===== config.mk =====
export PLATFORM = sky130hd
export DESIGN_NAME = rtcmh_top
export DESIGN_NICKNAME = d
export VERILOG_FILES = /design/src/verilog/rtcmh_pkg.sv /design/src/verilog/rtcmh_top.sv
export VERILOG_INCLUDE_DIRS = /design/src /design/src/verilog
export SDC_FILE = /design/constraint.sdc
export NUM_CORES = 1
export LEC_CHECK = 0
export ABC_CLOCK_PERIOD_IN_PS = 2700
export BUFFER_PORTS_ARGS = -buffer_cell sky130_fd_sc_hd__buf_2
export CAP_MARGIN = 20
export CORE_AREA = 2 2 71 107
export DETAILED_ROUTE_END_ITERATION = 12
export DIE_AREA = 0 0 73 109
export GPL_TIMING_DRIVEN = 1
export PLACE_DENSITY = 0.61
export SYNTH_ARGS = -nofsm -noshare
export SYNTH_HDL_FRONTEND = slang
export SYNTH_SLANG_ARGS = --single-unit

===== constraint.sdc =====
create_clock -name i_mclk -period 2.7 [get_ports i_mclk]
set_input_delay 0.54 -clock i_mclk [delete_from_list [all_inputs] [get_ports i_mclk]]
set_output_delay 0.54 -clock i_mclk [all_outputs]
set_load 0.01 [all_outputs]

===== src/verilog/rtcmh_consts.svh =====
// Constants of the minute, hour and alarm-minute timekeeping block.
// Assumes inclusion by bare name from the block's module and the bench.
`ifndef RTCMH_CONSTS_SVH
`define RTCMH_CONSTS_SVH
`define RTCMH_PORT_INDEX     8'h70
`define RTCMH_PORT_DATA      8'h71
`define RTCMH_IDX_MINUTE     7'h02
`define RTCMH_IDX_ALARM_MINUTE_FIELD 7'h03
`define RTCMH_IDX_HOUR       7'h04
`define RTCMH_IDX_CONTROL    7'h0B
`define RTCMH_IDX_STATUS     7'h0C
`define RTCMH_CTL_HOLD_BIT   7
`define RTCMH_CTL_AIE_BIT    5
`define RTCMH_CTL_BIN_BIT    2
`define RTCMH_CTL_H24_BIT    1
`define RTCMH_STA_AEF_BIT    5
`define RTCMH_AFTERNOON_BIT  7
`define RTCMH_MIN_LAST       59
`define RTCMH_H24_LAST       23
`define RTCMH_H12_LAST       12
`define RTCMH_H12_FLIP       11
`define RTCMH_RST_MINUTE     8'h00
`define RTCMH_RST_ALARM_MINUTE_FIELD 8'h00
`define RTCMH_RST_HOUR       8'h12
`define RTCMH_RST_CONTROL    8'h00
`define RTCMH_RST_INDEX      7'h00
`define RTCMH_WILD_TOP       2'h3
`endif


===== src/verilog/rtcmh_pkg.sv =====
// Types shared by the minute, hour and alarm-minute timekeeping block.
// Assumes the constants header sits on the include path.
package rtcmh_pkg;
    typedef logic [7:0] rtcmh_byte_t;
    typedef enum logic [1:0] {
        RTCMH_FMT_BCD = 2'b01,
        RTCMH_FMT_BIN = 2'b10
    } rtcmh_fmt_e;
endpackage : rtcmh_pkg


===== src/verilog/rtcmh_top.sv =====
// Minute counter, hour counter and alarm-minute comparator of a PC-style clock.
// Assumes a one-second tick from the time base on the same clock, and the
// rest of the alarm (seconds, hour) reported as one match level from outside.
//
// Notes on behaviour
// - Minute counter is eight bits, loadable and readable, binary or BCD.
// - Each second tick advances minute, hour and afternoon indicator as needed.
// - Minutes valid 0 to 59; larger values count up to FFh in binary (F9h in BCD), wrap to zero.
// - Alarm minute is readable; C0h to FFh matches every minute.
// - Wildcard minute alarms each minute only when alarm hour is wildcard too.
// - Alarm comparison happens once every second.
// - While the hold bit is set, time registers stop updating.
// - A format bit selects binary or BCD counting for all fields.
// - With alarm interrupt enabled, an alarm match raises the interrupt request.
// - An alarm match sets the alarm event flag in the status register.
// - Hour bit 7 is the afternoon indicator in 12-hour mode: 1 means PM.
// - Hour field is bits 6 to 0, loaded and read in binary or BCD.
// - Out-of-range hour: whole byte counts up until valid (in 24-hour mode up to FFh in binary, F9h in BCD, then wraps to zero), then stays valid.
// - A seven-bit index written at the index port selects the data port target.
// - One hour-mode bit in the second control register picks 12 or 24 hours.
`timescale 1ns/1ps
`include "rtcmh_consts.svh"

module rtcmh_top
    import rtcmh_pkg::*;
#(
    parameter int IDX_W = 7                              // Index port width.
) (
    input  wire logic        i_mclk,                     // 20 MHz clock.
    input  wire logic        i_srst,                     // Synchronous reset, high.
    input  wire logic        i_sec_tick,                 // One-second enable pulse.
    input  wire logic        i_io_wr,                    // I/O write strobe.
    input  wire logic        i_io_rd,                    // I/O read strobe.
    input  wire logic [7:0]  i_io_addr,                  // I/O port address.
    input  wire logic [7:0]  i_io_wdata,                 // I/O write data.
    input  wire logic        i_alarm_rest_match,         // Seconds and hour alarm match.
    output logic      [7:0]  o_io_rdata,                 // Registered read data.
    output logic             o_irq                       // Alarm interrupt request.
);

    // Only a seven-bit index fits the documented port layout.
    if (IDX_W != 7) begin : g_bad_idx
        $error("rtcmh_top: IDX_W must be 7");
    end

    // Format-aware increment of one byte; BCD skips the low-nibble codes A to F.
    function automatic rtcmh_byte_t inc_val(input rtcmh_byte_t v, input logic bcd);
        rtcmh_byte_t r;
        r = v + 8'h01;
        if (bcd && v[3:0] == 4'h9) begin
            r = v + 8'h07;
        end
        return r;
    endfunction : inc_val

    // Encodes a decimal count in the selected format.
    function automatic rtcmh_byte_t enc(input int unsigned n, input logic bcd);
        rtcmh_byte_t r;
        r = bcd ? rtcmh_byte_t'(((n / 10) << 4) | (n % 10)) : rtcmh_byte_t'(n);
        return r;
    endfunction : enc

    rtcmh_byte_t      minute_counter_ff;
    rtcmh_byte_t      nxt_minute_counter;
    rtcmh_byte_t      alarm_minute_compare_ff;
    rtcmh_byte_t      nxt_alarm_minute_compare;
    rtcmh_byte_t      hour_counter_ff;
    rtcmh_byte_t      nxt_hour_counter;
    rtcmh_byte_t      clock_control_second_ff;
    rtcmh_byte_t      nxt_clock_control_second;
    logic [IDX_W-1:0] clock_index_port_ff;
    logic [IDX_W-1:0] nxt_clock_index_port;
    logic             alarm_event_flag_ff;
    logic             nxt_alarm_event_flag;
    rtcmh_byte_t      rdata_ff;
    rtcmh_byte_t      nxt_rdata;

    logic        hold;
    logic        alarm_irq_enable;
    logic        h24;
    rtcmh_fmt_e  number_format_select;
    logic        bcd;
    logic        wr_data;
    logic        rd_data;
    logic        run_tick;
    logic        min_wrap;
    logic        hour_valid;
    logic        min_match;
    logic        alarm_hit;
    logic [6:0]  hour_field;
    logic        afternoon_indicator;

    // Loose control bits live in the second control register.
    assign hold                 = clock_control_second_ff[`RTCMH_CTL_HOLD_BIT];
    assign alarm_irq_enable     = clock_control_second_ff[`RTCMH_CTL_AIE_BIT];
    assign h24                  = clock_control_second_ff[`RTCMH_CTL_H24_BIT];
    assign number_format_select = clock_control_second_ff[`RTCMH_CTL_BIN_BIT]
                                ? RTCMH_FMT_BIN : RTCMH_FMT_BCD;
    assign bcd                  = (number_format_select == RTCMH_FMT_BCD);

    // Port decode; the index port is write-only and the data port is indirect.
    assign wr_data  = i_io_wr && (i_io_addr == `RTCMH_PORT_DATA);
    assign rd_data  = i_io_rd && (i_io_addr == `RTCMH_PORT_DATA);
    assign run_tick = i_sec_tick && !hold;

    // Only 59 rolls into the hour; a wrap from FFh is catch-up, not a new hour.
    assign min_wrap = (minute_counter_ff == enc(`RTCMH_MIN_LAST, bcd));
    assign hour_field          = hour_counter_ff[6:0];
    assign afternoon_indicator = hour_counter_ff[`RTCMH_AFTERNOON_BIT];

    // Range check of the hour as loaded, in the current mode and format.
    always_comb begin
        if (h24) begin
            hour_valid = (hour_counter_ff <= enc(`RTCMH_H24_LAST, bcd));
        end else begin
            hour_valid = (hour_field != 7'h00)
                      && ({1'b0, hour_field} <= enc(`RTCMH_H12_LAST, bcd));
        end
        if (bcd && (hour_counter_ff[3:0] > 4'h9)) begin
            hour_valid = 1'b0;
        end
    end

    // Alarm minute match; a top code of 11 is a wildcard for any minute.
    assign min_match = (alarm_minute_compare_ff[7:6] == `RTCMH_WILD_TOP)
                    || (alarm_minute_compare_ff == minute_counter_ff);
    // The hour wildcard reaches this block through the rest-match level.
    assign alarm_hit = i_sec_tick && min_match && i_alarm_rest_match;

    // Next values of the time registers; a software load beats the tick.
    always_comb begin
        nxt_minute_counter = minute_counter_ff;
        nxt_hour_counter   = hour_counter_ff;
        if (run_tick) begin
            nxt_minute_counter = min_wrap ? 8'h00 : inc_val(minute_counter_ff, bcd);
            if (min_wrap) begin
                if (!hour_valid) begin
                    nxt_hour_counter = inc_val(hour_counter_ff, bcd);
                end else if (h24) begin
                    nxt_hour_counter = (hour_counter_ff == enc(`RTCMH_H24_LAST, bcd))
                                     ? 8'h00 : inc_val(hour_counter_ff, bcd);
                end else if ({1'b0, hour_field} == enc(`RTCMH_H12_LAST, bcd)) begin
                    nxt_hour_counter = {afternoon_indicator, 7'h01};
                end else if ({1'b0, hour_field} == enc(`RTCMH_H12_FLIP, bcd)) begin
                    nxt_hour_counter = {~afternoon_indicator,
                                        7'(enc(`RTCMH_H12_LAST, bcd))};
                end else begin
                    nxt_hour_counter = {afternoon_indicator,
                                        7'(inc_val({1'b0, hour_field}, bcd))};
                end
            end
        end
        if (wr_data && clock_index_port_ff == `RTCMH_IDX_MINUTE) begin
            nxt_minute_counter = i_io_wdata;
        end
        if (wr_data && clock_index_port_ff == `RTCMH_IDX_HOUR) begin
            nxt_hour_counter = i_io_wdata;
        end
    end

    always_ff @(posedge i_mclk) begin
        if (i_srst) begin
            minute_counter_ff <= `RTCMH_RST_MINUTE;
            hour_counter_ff   <= `RTCMH_RST_HOUR;
        end else begin
            minute_counter_ff <= nxt_minute_counter;
            hour_counter_ff   <= nxt_hour_counter;
        end
    end

    // Next values of the port and control registers and the event flag.
    always_comb begin
        nxt_clock_index_port     = clock_index_port_ff;
        nxt_alarm_minute_compare = alarm_minute_compare_ff;
        nxt_clock_control_second = clock_control_second_ff;
        nxt_alarm_event_flag     = alarm_event_flag_ff;
        if (i_io_wr && i_io_addr == `RTCMH_PORT_INDEX) begin
            nxt_clock_index_port = i_io_wdata[IDX_W-1:0];
        end
        if (wr_data && clock_index_port_ff == `RTCMH_IDX_ALARM_MINUTE_FIELD) begin
            nxt_alarm_minute_compare = i_io_wdata;
        end
        if (wr_data && clock_index_port_ff == `RTCMH_IDX_CONTROL) begin
            nxt_clock_control_second = i_io_wdata;
        end
        // Reading status clears the flag, but a same-cycle alarm must survive.
        if (rd_data && clock_index_port_ff == `RTCMH_IDX_STATUS) begin
            nxt_alarm_event_flag = 1'b0;
        end
        if (alarm_hit) begin
            nxt_alarm_event_flag = 1'b1;
        end
    end

    always_ff @(posedge i_mclk) begin
        if (i_srst) begin
            clock_index_port_ff     <= `RTCMH_RST_INDEX;
            alarm_minute_compare_ff <= `RTCMH_RST_ALARM_MINUTE_FIELD;
            clock_control_second_ff <= `RTCMH_RST_CONTROL;
            alarm_event_flag_ff     <= 1'b0;
        end else begin
            clock_index_port_ff     <= nxt_clock_index_port;
            alarm_minute_compare_ff <= nxt_alarm_minute_compare;
            clock_control_second_ff <= nxt_clock_control_second;
            alarm_event_flag_ff     <= nxt_alarm_event_flag;
        end
    end

    // Read mux; the data is captured on the strobe and held until the next read.
    always_comb begin
        nxt_rdata = rdata_ff;
        if (rd_data) begin
            case (clock_index_port_ff)
                `RTCMH_IDX_MINUTE:     nxt_rdata = minute_counter_ff;
                `RTCMH_IDX_ALARM_MINUTE_FIELD: nxt_rdata = alarm_minute_compare_ff;
                `RTCMH_IDX_HOUR:       nxt_rdata = hour_counter_ff;
                `RTCMH_IDX_CONTROL:    nxt_rdata = clock_control_second_ff;
                `RTCMH_IDX_STATUS: begin
                    nxt_rdata = 8'h00;
                    nxt_rdata[`RTCMH_STA_AEF_BIT] = alarm_event_flag_ff;
                end
                default:               nxt_rdata = 8'h00;
            endcase
        end else if (i_io_rd && i_io_addr == `RTCMH_PORT_INDEX) begin
            nxt_rdata = 8'h00;
        end
    end

    always_ff @(posedge i_mclk) begin
        if (i_srst) begin
            rdata_ff <= 8'h00;
        end else begin
            rdata_ff <= nxt_rdata;
        end
    end

    assign o_io_rdata = rdata_ff;
    // Level request; it stays up until software reads the status register or clears the interrupt enable bit.
    assign o_irq      = alarm_event_flag_ff && alarm_irq_enable;
endmodule : rtcmh_top


After elaboration in Yosys (flattened, before gate mapping) --
Cells that the tools add are included.
Word-level totals: flip-flop bits (word level) 48, word-level logic and storage cells 89, output and inout port bits 9
Operators by class: reduce and logical (&&, ||, !) cells 27, bitwise logic cells 1, magnitude comparators 3, add/subtract/negate cells 6, mux-type cells 26, eq/ne operators 18
Operator list (number):
- 2-to-1 mux 8 bit | 15
- case mux 8 bit (5 select lines) | 1
- logical AND 1 bit | 17
- adder 8 x 1 -> 8 bit (second input constant) | 2
- adder 8 x 3 -> 8 bit (second input constant) | 2
- equality test 8 x 7 -> 1 bit (second input constant) | 2
- equality test 7 x 2 -> 1 bit (second input constant) | 2
- equality test 7 x 4 -> 1 bit (second input constant) | 2
- 2-to-1 mux 7 bit | 2
- 2-to-1 mux 5 bit | 2
- nonzero test 2 bit | 5
- equality test 4 bit (second input constant) | 2
- equality test 7 x 8 -> 1 bit | 1
- equality test 8 x 6 -> 1 bit | 1
- equality test 8 x 7 -> 1 bit | 1
- equality test 8 bit | 1
- <= comparator 7 x 8 -> 1 bit | 1
- <= comparator 8 bit | 1
- adder 7 x 1 -> 7 bit (second input constant) | 1
- adder 7 x 3 -> 7 bit (second input constant) | 1
- equality test 7 x 3 -> 1 bit (second input constant) | 1
- equality test 7 x 5 -> 1 bit | 1
- nonzero test 7 bit | 1
- 2-to-1 mux 6 bit | 1
- 12 further kinds | 15

Depth between registers and ports, before layout --
Gate-level depths: netlist of run 1.
depth after elaboration 11, gate-level depth with buffers 11, depth with buffers taken out 10

Least setup slack after synthesis of run 1 --
Ideal clock, no wire load.
path type register to register, start register clock_control_second_ff[2], end register hour_counter_ff[5], buffers on the path 1, setup slack 0.326 ns, arrival 2.247 ns, library setup time 0.128 ns, stages on the path, launching flop included 11, path through dfxtp_1 > buf_2 > inv_1 > ha_1 > nor4b_1 > nand2_1 > o41ai_1 > and3_1 > nor3_1 > a221oi_1 > nor2_1
Between the ends: longest elaborated chain between the ends 11, elaborated cells on any way between the ends 29, classes of those cells order compare (2); eq/ne (5); mux (17); reduce/logical (5)
RTL lines:
- from (decl) | RTL line rtcmh_top.sv:69 | rtcmh_byte_t clock_control_second_ff;
- from (signal assigned) | RTL line rtcmh_top.sv:199 | clock_control_second_ff <= `RTCMH_RST_CONTROL;
- from (signal assigned) | RTL line rtcmh_top.sv:204 | clock_control_second_ff <= nxt_clock_control_second;
- 2-to-1 mux 2 bit * | RTL line rtcmh_top.sv:97 | assign number_format_select = clock_control_second_ff[`RTCMH_CTL_BIN_BIT]
- equality test 2 x 1 -> 1 bit * | RTL line rtcmh_top.sv:99 | assign bcd = (number_format_select == RTCMH_FMT_BCD);
- 2-to-1 mux 5 bit or logical AND 1 bit (tied branches) | RTL line rtcmh_top.sv:59, rtcmh_top.sv:50
- <= comparator 7 x 8 -> 1 bit, or another cell as far along | RTL line rtcmh_top.sv:117 | && ({1'b0, hour_field} <= enc(`RTCMH_H12_LAST, bcd));
- logical AND 1 bit or 2-to-1 mux 8 bit (tied branches) | RTL line rtcmh_top.sv:116, rtcmh_top.sv:144
- 2-to-1 mux 1 bit or 2-to-1 mux 8 bit (tied branches) | RTL line rtcmh_top.sv:113, rtcmh_top.sv:142
- 2-to-1 mux 1 bit or 2-to-1 mux 8 bit (tied branches) | RTL line rtcmh_top.sv:119, rtcmh_top.sv:139
- 2-to-1 mux 8 bit | RTL line rtcmh_top.sv:137 | if (!hour_valid) begin
- 2-to-1 mux 8 bit | RTL line rtcmh_top.sv:136 | if (min_wrap) begin
- 2-to-1 mux 8 bit | RTL line rtcmh_top.sv:134 | if (run_tick) begin
- 2-to-1 mux 8 bit | RTL line rtcmh_top.sv:156 | if (wr_data && clock_index_port_ff == `RTCMH_IDX_HOUR) begin
- to (signal assigned) | RTL line rtcmh_top.sv:164 | hour_counter_ff <= `RTCMH_RST_HOUR;
- to (signal assigned) | RTL line rtcmh_top.sv:167 | hour_counter_ff <= nxt_hour_counter;
- to (decl) | RTL line rtcmh_top.sv:67 | rtcmh_byte_t hour_counter_ff;
Mark *: on every way between the ends. The rest lies on a longest branch, timed or not. The select of a mux whose other input is x is not followed. A chain may end at the register's enable or synchronous reset.

Worst setup path after layout of run 1 --
start register hour_counter_ff[4], end register hour_counter_ff[5]
Between the ends: longest elaborated chain between the ends 9, elaborated cells on any way between the ends 23, classes of those cells add/sub (4); order compare (2); eq/ne (3); mux (12); reduce/logical (2)
RTL lines:
- adder 7 x 1 -> 7 bit or adder 7 x 3 -> 7 bit (tied branches) | RTL line rtcmh_top.sv:49, rtcmh_top.sv:51
- 2-to-1 mux 7 bit | RTL line rtcmh_top.sv:50 | if (bcd && v[3:0] == 4'h9) begin
- 2-to-1 mux 8 bit | RTL line rtcmh_top.sv:144 | end else if ({1'b0, hour_field} == enc(`RTCMH_H12_FLIP, bcd)) begin
- 2-to-1 mux 8 bit | RTL line rtcmh_top.sv:142 | end else if ({1'b0, hour_field} == enc(`RTCMH_H12_LAST, bcd)) begin
- 2-to-1 mux 8 bit | RTL line rtcmh_top.sv:139 | end else if (h24) begin
- 2-to-1 mux 8 bit * | RTL line rtcmh_top.sv:137
- 2-to-1 mux 8 bit * | RTL line rtcmh_top.sv:136
- 2-to-1 mux 8 bit * | RTL line rtcmh_top.sv:134
- 2-to-1 mux 8 bit * | RTL line rtcmh_top.sv:156
Marks and branches as above.

==> flow_metrics.py, run 1 <==
metrics = {
    "floorplan": {
        "die_area_mm2": 0.00796,
        "coreArea_mm2": 0.00708,
        "rows": 38,
        "num_io_pins": 31,
        "initial_core_util_pct": 43.7,
        "fp.dieH_um": 109,
        "fp.dieW_um": 73,
    },
    "logic_synthesis": {
        "synth_common_cells": "nor2_1, dfxtp_1, nand2_1, mux2i_1, a21oi_1",
        "postSynth.asyncResetShare_pct": 0,
        "synth_cells": 386,
        "seq_area_frac_synth_pct": 31.0,
        "yosysUniqueCellTypes": 52,
        "yosys.area.top_type_share_pct": 31.0,
        "syn_area_mm2": 0.00310,
        "synth_ff_type": "dfxtp_1",
        "synth.area.top_cells": "dfxtp_1, mux2i_1, nor2_1, nand2_1, a21oi_1",
        "ys_seq_elements": 48,
        "syn_avg_cell_area_um2": 8.03,
        "yosysMostFrequentCell": "nor2_1",
        "yosysTopAreaCell": "dfxtp_1",
        "synthesis.nets": 418,
        "yosysWarnings": 0,
        "synth-edff-count": 0,
    },
    "clock_network": {
        "htree_levels": 2,
        "cts_hold_buf": 0,
        "clockRootBuffer": "clkbuf_8",
        "cts_sinks": 48,
        "clkTransAtPathRegs_ps": 100,
        "cts_tree": "built",
        "numCtsBuffers": 5,
        "post_cts_buffers": 0,
        "ctsLongestPathBuffers": 2,
        "cts_resized": 0,
        "worstSkewPairLatency_ps": 320,
    },
    "global_route": {
        "grt_pass1_wl_um": 15200,
        "grt.overflow.total": 0,
        "antenna_found_initial": 0,
        "grt_pass1_vias": 2927,
        "grt_start_max_net_pins": 23,
        "grt_usage_pct": 25.6,
    },
    "critical_path": {
        "critPathLaunchType": "register",
        "worst_setup_path_end_kind": "register",
        "crit_chain": "ha_1 -> nor4b_2 -> nand2_1 -> o41ai_1 -> and3_1 -> nor3_1 -> a221oi_1 -> nor2_1",
        "cp_slowest_cell": "dfxtp_1",
        "rrSetupSlack_ps": 330,
        "crit_arrival_ps": 2560,
        "max_stage_delay_ps": 530,
        "critPathTopFamily": "simple AND/OR/NAND/NOR gates",
        "worstPathBufferInverterCount": 0,
        "path_class": "register to register",
        "cp_max_fo": 8,
        "cp.required_ps": 2900,
    },
    "placement": {
        "place.gp.congestion": 0.955,
        "dp.cells": 495,
        "postPlaceCellArea_mm2": 0.00342,
        "port-buffer-count": 30,
        "dp_hpwl_um": 7300,
    },
    "sta": {
        "fin_skew_ps": 13.6,
        "finalSetupViolations": 0,
        "timing.final.max_slew_violations": 0,
        "max_freq_mhz": 422,
        "relSlewSlack_pct": 66.8,
        "tns_ps": 0,
        "rsz0062_at_grt": "no",
        "layout_min_cycle_time_ps": 2370,
        "final.period_utilization_pct": 87.7,
        "tightest_slew_ps": 497,
        "hold_violations": 0,
        "holdWs_ps": 492,
    },
    "pwr": {
        "power.total_uw": 1260,
        "power.density_mw_per_mm2": 358,
        "power.leakage_uw": 0.00138,
        "pwr-share-clk_pct": 36.5,
        "combPwrFrac_pct": 6.1,
        "swShare_pct": 26.7,
        "switchingPower_uw": 336,
        "p_int_uw": 923,
        "p_seq_share_pct": 57.4,
        "vdd_drop_max_uv": 260,
    },
    "detailed_routing": {
        "vias_per_cell": 5.93,
        "drc_errors": 0,
        "routed_wl_um": 9590,
        "drt_iter0_drc": 247,
        "vias": 2983,
        "wl_per_cell_um": 19.1,
        "first_pass_iters": 4,
        "ant_nets": 0,
    },
    "final_layout": {
        "final_area_mm2": 0.00352,
        "final_nets": 454,
        "area_growth_pct": 13.6,
        "n_fill_cell": 700,
        "drive_above_1_share_pct": 17.3,
        "finalNonFillerCells": 503,
        "diodes": 0,
    },
    "worst_hold_path": {
        "hp-class": "register to register",
    },
    "status": {
        "status": "completed",
    },
    "job": {
        "drv_cap": 0,
    },
}
-- power by group through the flow --
stage	Combinational [uW]	Clock, uW	Sequential [uW]
floorplan	35.6	0	735
global placement	76.0	0	738
detailed placement	76.9	0	739
CTS	77.3	460	722
global route	84.7	496	723
finish	77.3	459	722
-- cells by family (layout without fill, tap and decap cells) --
logic type / count (synthesis) / count (layout) / synth area share (%)
buf+inv: 31 / 68 / 4.20
fa+ha+maj: 10 / 10 / 4.28
compound gates: 91 / 91 / 20.3
mux: 30 / 30 / 9.69
xor+xnor: 15 / 15 / 4.24
simple gates: 161 / 161 / 26.3
flops: 48 / 48 / 31.0
-- area by class of cell --
class	count	area, um^2	share of cell area (%)
tap	80	100	2.84
clock inverter	3	18.8	0.533
timing repair buffer	55	338	9.60
clock buffer	5	68.8	1.96
sequential	48	961	27.3
inverter	5	18.8	0.533
multi-input combinational	307	2010	57.2
-- routing by layer --
layer	wire length [um]	share of wire (%)	global-route usage, %
met4	464	4.8	13.4
met3	325	3.4	3.05
met5	0	0	0
met2	4940	51	44.3
met1	3860	40	30.3
-- tightest hold or removal path, cell delays in order, from the launching register on --
cell	delay (ps)
dfxtp_1	350
nand2_1	60
a21oi_1	50
-- stage by stage --
step	setup slack [ps]	utilization [%]
floorplan	326	-
global placement	323	48.3
finish	332	49.7
detailed placement	276	48.3
global route	1.22	49.7
CTS	249	49.6
-- cell usage in the layout, fill, tap and decap left out, types with 2 or more instances in the layout --
cell type / Yosys / final
clkinv_2: 0 / 2
a21oi_1: 24 / 24
or3_1: 5 / 5
a221o_1: 9 / 9
inv_1: 5 / 5
nand4_1: 5 / 5
o21ai_0: 17 / 17
xnor2_1: 12 / 12
ha_1: 9 / 9
a22oi_1: 10 / 10
nor3_1: 8 / 8
buf_4: 0 / 25
nand2_1: 41 / 41
mux2i_1: 30 / 30
buf_2: 5 / 30
o21bai_1: 2 / 2
nor2b_1: 7 / 7
a21o_1: 3 / 3
o31a_1: 3 / 3
nand3_1: 9 / 9
clkbuf_8: 0 / 5
a221oi_1: 3 / 3
and2_1: 4 / 4
nand4b_1: 2 / 2
and3_1: 2 / 2
and4b_1: 4 / 4
nor4_2: 2 / 2
nand2b_1: 2 / 2
xor2_1: 3 / 3
a211oi_1: 9 / 9
dfxtp_1: 48 / 48
nor2_1: 57 / 57
nor3b_1: 2 / 2
o211ai_1: 4 / 4
-- state kept, by name, summed over array words and instances (netlist names) --
| register | count |
|---|---|
| alarm_event_flag_ff | 1 |
| alarm_minute_compare_ff | 8 |
| clock_control_second_ff | 8 |
| clock_index_port_ff | 7 |
| hour_counter_ff | 8 |
| minute_counter_ff | 8 |
| o_io_rdata | 8 |
-- worst paths after layout --
check | start | end | cells past startpoint
worst max-delay path | hour_counter_ff[4] | hour_counter_ff[5] | 8
worst min-delay path | alarm_minute_compare_ff[1] | alarm_minute_compare_ff[1] | 2
worst max register to register | hour_counter_ff[4] | hour_counter_ff[5] | 8
worst min register to register | alarm_minute_compare_ff[1] | alarm_minute_compare_ff[1] | 2
Note: power is estimated with default switching activity, not from simulation.
==> run 2: changes to the inputs <==
--- a/config.mk
+++ b/config.mk
@@ -7,7 +7,7 @@
 export NUM_CORES = 1
 export LEC_CHECK = 0
 export ABC_CLOCK_PERIOD_IN_PS = 2700
-export BUFFER_PORTS_ARGS = -buffer_cell sky130_fd_sc_hd__buf_2
+export BUFFER_PORTS_ARGS = -buffer_cell sky130_fd_sc_hd__buf_4
 export CAP_MARGIN = 20
 export CORE_AREA = 2 2 71 107
 export DETAILED_ROUTE_END_ITERATION = 12
==> flow_metrics.py, run 2 (synthesis results as in run 1) <==
metrics = {
    "status": {
        "status": "completed",
    },
    "sta": {
        "rsz0062_at_grt": "no",
        "hold_violations": 0,
        "timing.final.max_slew_violations": 0,
        "relSlewSlack_pct": 63.7,
        "max_freq_mhz": 433,
        "final.period_utilization_pct": 85.6,
        "finalSetupViolations": 0,
        "tns_ps": 0,
        "fin_skew_ps": 6.38,
        "fin_ws_ps": 389,
        "tightest_slew_ps": 544,
        "layout_min_cycle_time_ps": 2310,
    },
    "pwr": {
        "swShare_pct": 23.4,
        "combPwrFrac_pct": 6.2,
        "p_int_uw": 1020,
        "pwr-share-clk_pct": 39.7,
        "vdd_drop_max_uv": 293,
        "p_seq_share_pct": 54.0,
        "power.leakage_uw": 0.00138,
        "switchingPower_uw": 313,
        "power.density_mw_per_mm2": 374,
        "power.total_uw": 1340,
    },
    "detailed_routing": {
        "vias_per_cell": 5.96,
        "drt_iter0_drc": 230,
        "vias": 2963,
        "wl_per_cell_um": 18.9,
        "first_pass_iters": 5,
        "ant_nets": 0,
        "routed_wl_um": 9390,
        "drc_errors": 0,
    },
    "final_layout": {
        "drive_above_1_share_pct": 15.8,
        "final_nets": 448,
        "layout_commonest_cell": "nor2_1",
        "diodes": 0,
        "most-common-layout-cells": "nor2_1, buf_4, dfxtp_1",
        "area_growth_pct": 15.2,
        "final_area_mm2": 0.00357,
    },
    "floorplan": {
        "die_area_mm2": 0.00796,
        "fp.dieW_um": 73,
        "fp.dieH_um": 109,
        "num_io_pins": 31,
        "coreArea_mm2": 0.00708,
        "initial_core_util_pct": 43.7,
        "rows": 38,
    },
    "global_route": {
        "grt.overflow.total": 0,
        "antenna_found_initial": 0,
        "grt_usage_pct": 24.8,
        "grt_pass1_vias": 2807,
        "grt_start_max_net_pins": 51,
        "grt_pass1_wl_um": 14900,
    },
    "clock_network": {
        "numCtsBuffers": 5,
        "worstSkewPairLatency_ps": 310,
        "htree_levels": 2,
        "clockRootBuffer": "clkbuf_8",
        "cts_sinks": 48,
        "clkTransAtPathRegs_ps": 90,
        "ctsLongestPathBuffers": 2,
        "cts_tree": "built",
    },
    "job": {
        "drv_cap": 0,
    },
    "critical_path": {
        "critPathLaunchType": "register",
        "cp.required_ps": 2890,
        "crit_arrival_ps": 2500,
        "path_class": "register to register",
        "worst_setup_path_end_kind": "register",
        "cp_max_fo": 8,
    },
    "placement": {
        "postPlaceCellArea_mm2": 0.00345,
        "place_ws_ps": 278,
        "place.gp.congestion": 0.923,
        "dp_hpwl_um": 7070,
        "port-buffer-count": 30,
    },
    "worst_hold_path": {
        "hp-class": "register to register",
    },
}
[run 2: cell count changes in the layout (fill, tap and decap cells not counted), sizes merged]
cell / previous run / this run
clkbuf: 5 / 6
clkinv: 3 / 1
buf: 55 / 49
bufinv: 0 / 1
[run 2: worst paths after layout]
path                                                  from                          to  slack, ps  cells after the start
worst max-delay path                    hour_counter_ff[4]          hour_counter_ff[5]        390                      8
worst min register to register  alarm_minute_compare_ff[2]  alarm_minute_compare_ff[2]        500                      2
worst max register to register          hour_counter_ff[4]          hour_counter_ff[5]        390                      8
worst min-delay path            alarm_minute_compare_ff[2]  alarm_minute_compare_ff[2]        500                      2
[run 2: routing by layer]
metal	global-route usage, %	wire length [um]	vias to the layer above	share of wire, %
li1	-	-	1444	-
met1	29.9	3710	1399	39
met3	3.60	484	25	5.2
met2	40.7	4740	95	50
met5	0	0	-	0
met4	15.2	461	0	4.9
[run 2: power by group through the flow]
stage / Clock, uW / Sequential (uW) / Combinational [uW]
floorplan: 0 / 735 / 35.6
global placement: 0 / 738 / 82.5
detailed placement: 0 / 738 / 83.4
CTS: 542 / 722 / 83.8
global route: 567 / 723 / 90.3
finish: 530 / 722 / 83.5
[run 2: cell type report]
type	count	area (um^2)
repair buffers	49	368
inverters	5	18.8
multi-input cells	307	2010
clock inverters	2	35.0
flip-flops and latches	48	961
clock buffers	6	72.6
well taps	80	100
fillers	725	3520
[run 2: timing repair]
action	in CTS	in global routing
buffers inserted	0	0
hold endpoints to repair	0	0
gates resized for setup	0	1
endpoints found under the setup margin	0	3
hold buffers	0	0
[run 2: worst max-delay path: stages, from the launching register on]
cell      delay (ps)
dfxtp_1          510
ha_1             340
nor4b_2          310
nand2_1          120
o41ai_1          240
and3_1           310
nor3_1            90
a221oi_1         210
nor2_1            70
[run 2: per-stage QoR]
step	cells	util, %	hold slack, ps
2_1_floorplan	386	-	456
3_5_place_dp	489	48.8	488
6_report	497	50.4	500
4_1_cts	497	50.3	502
5_1_grt	497	50.4	499
3_3_place_gp	489	48.8	476
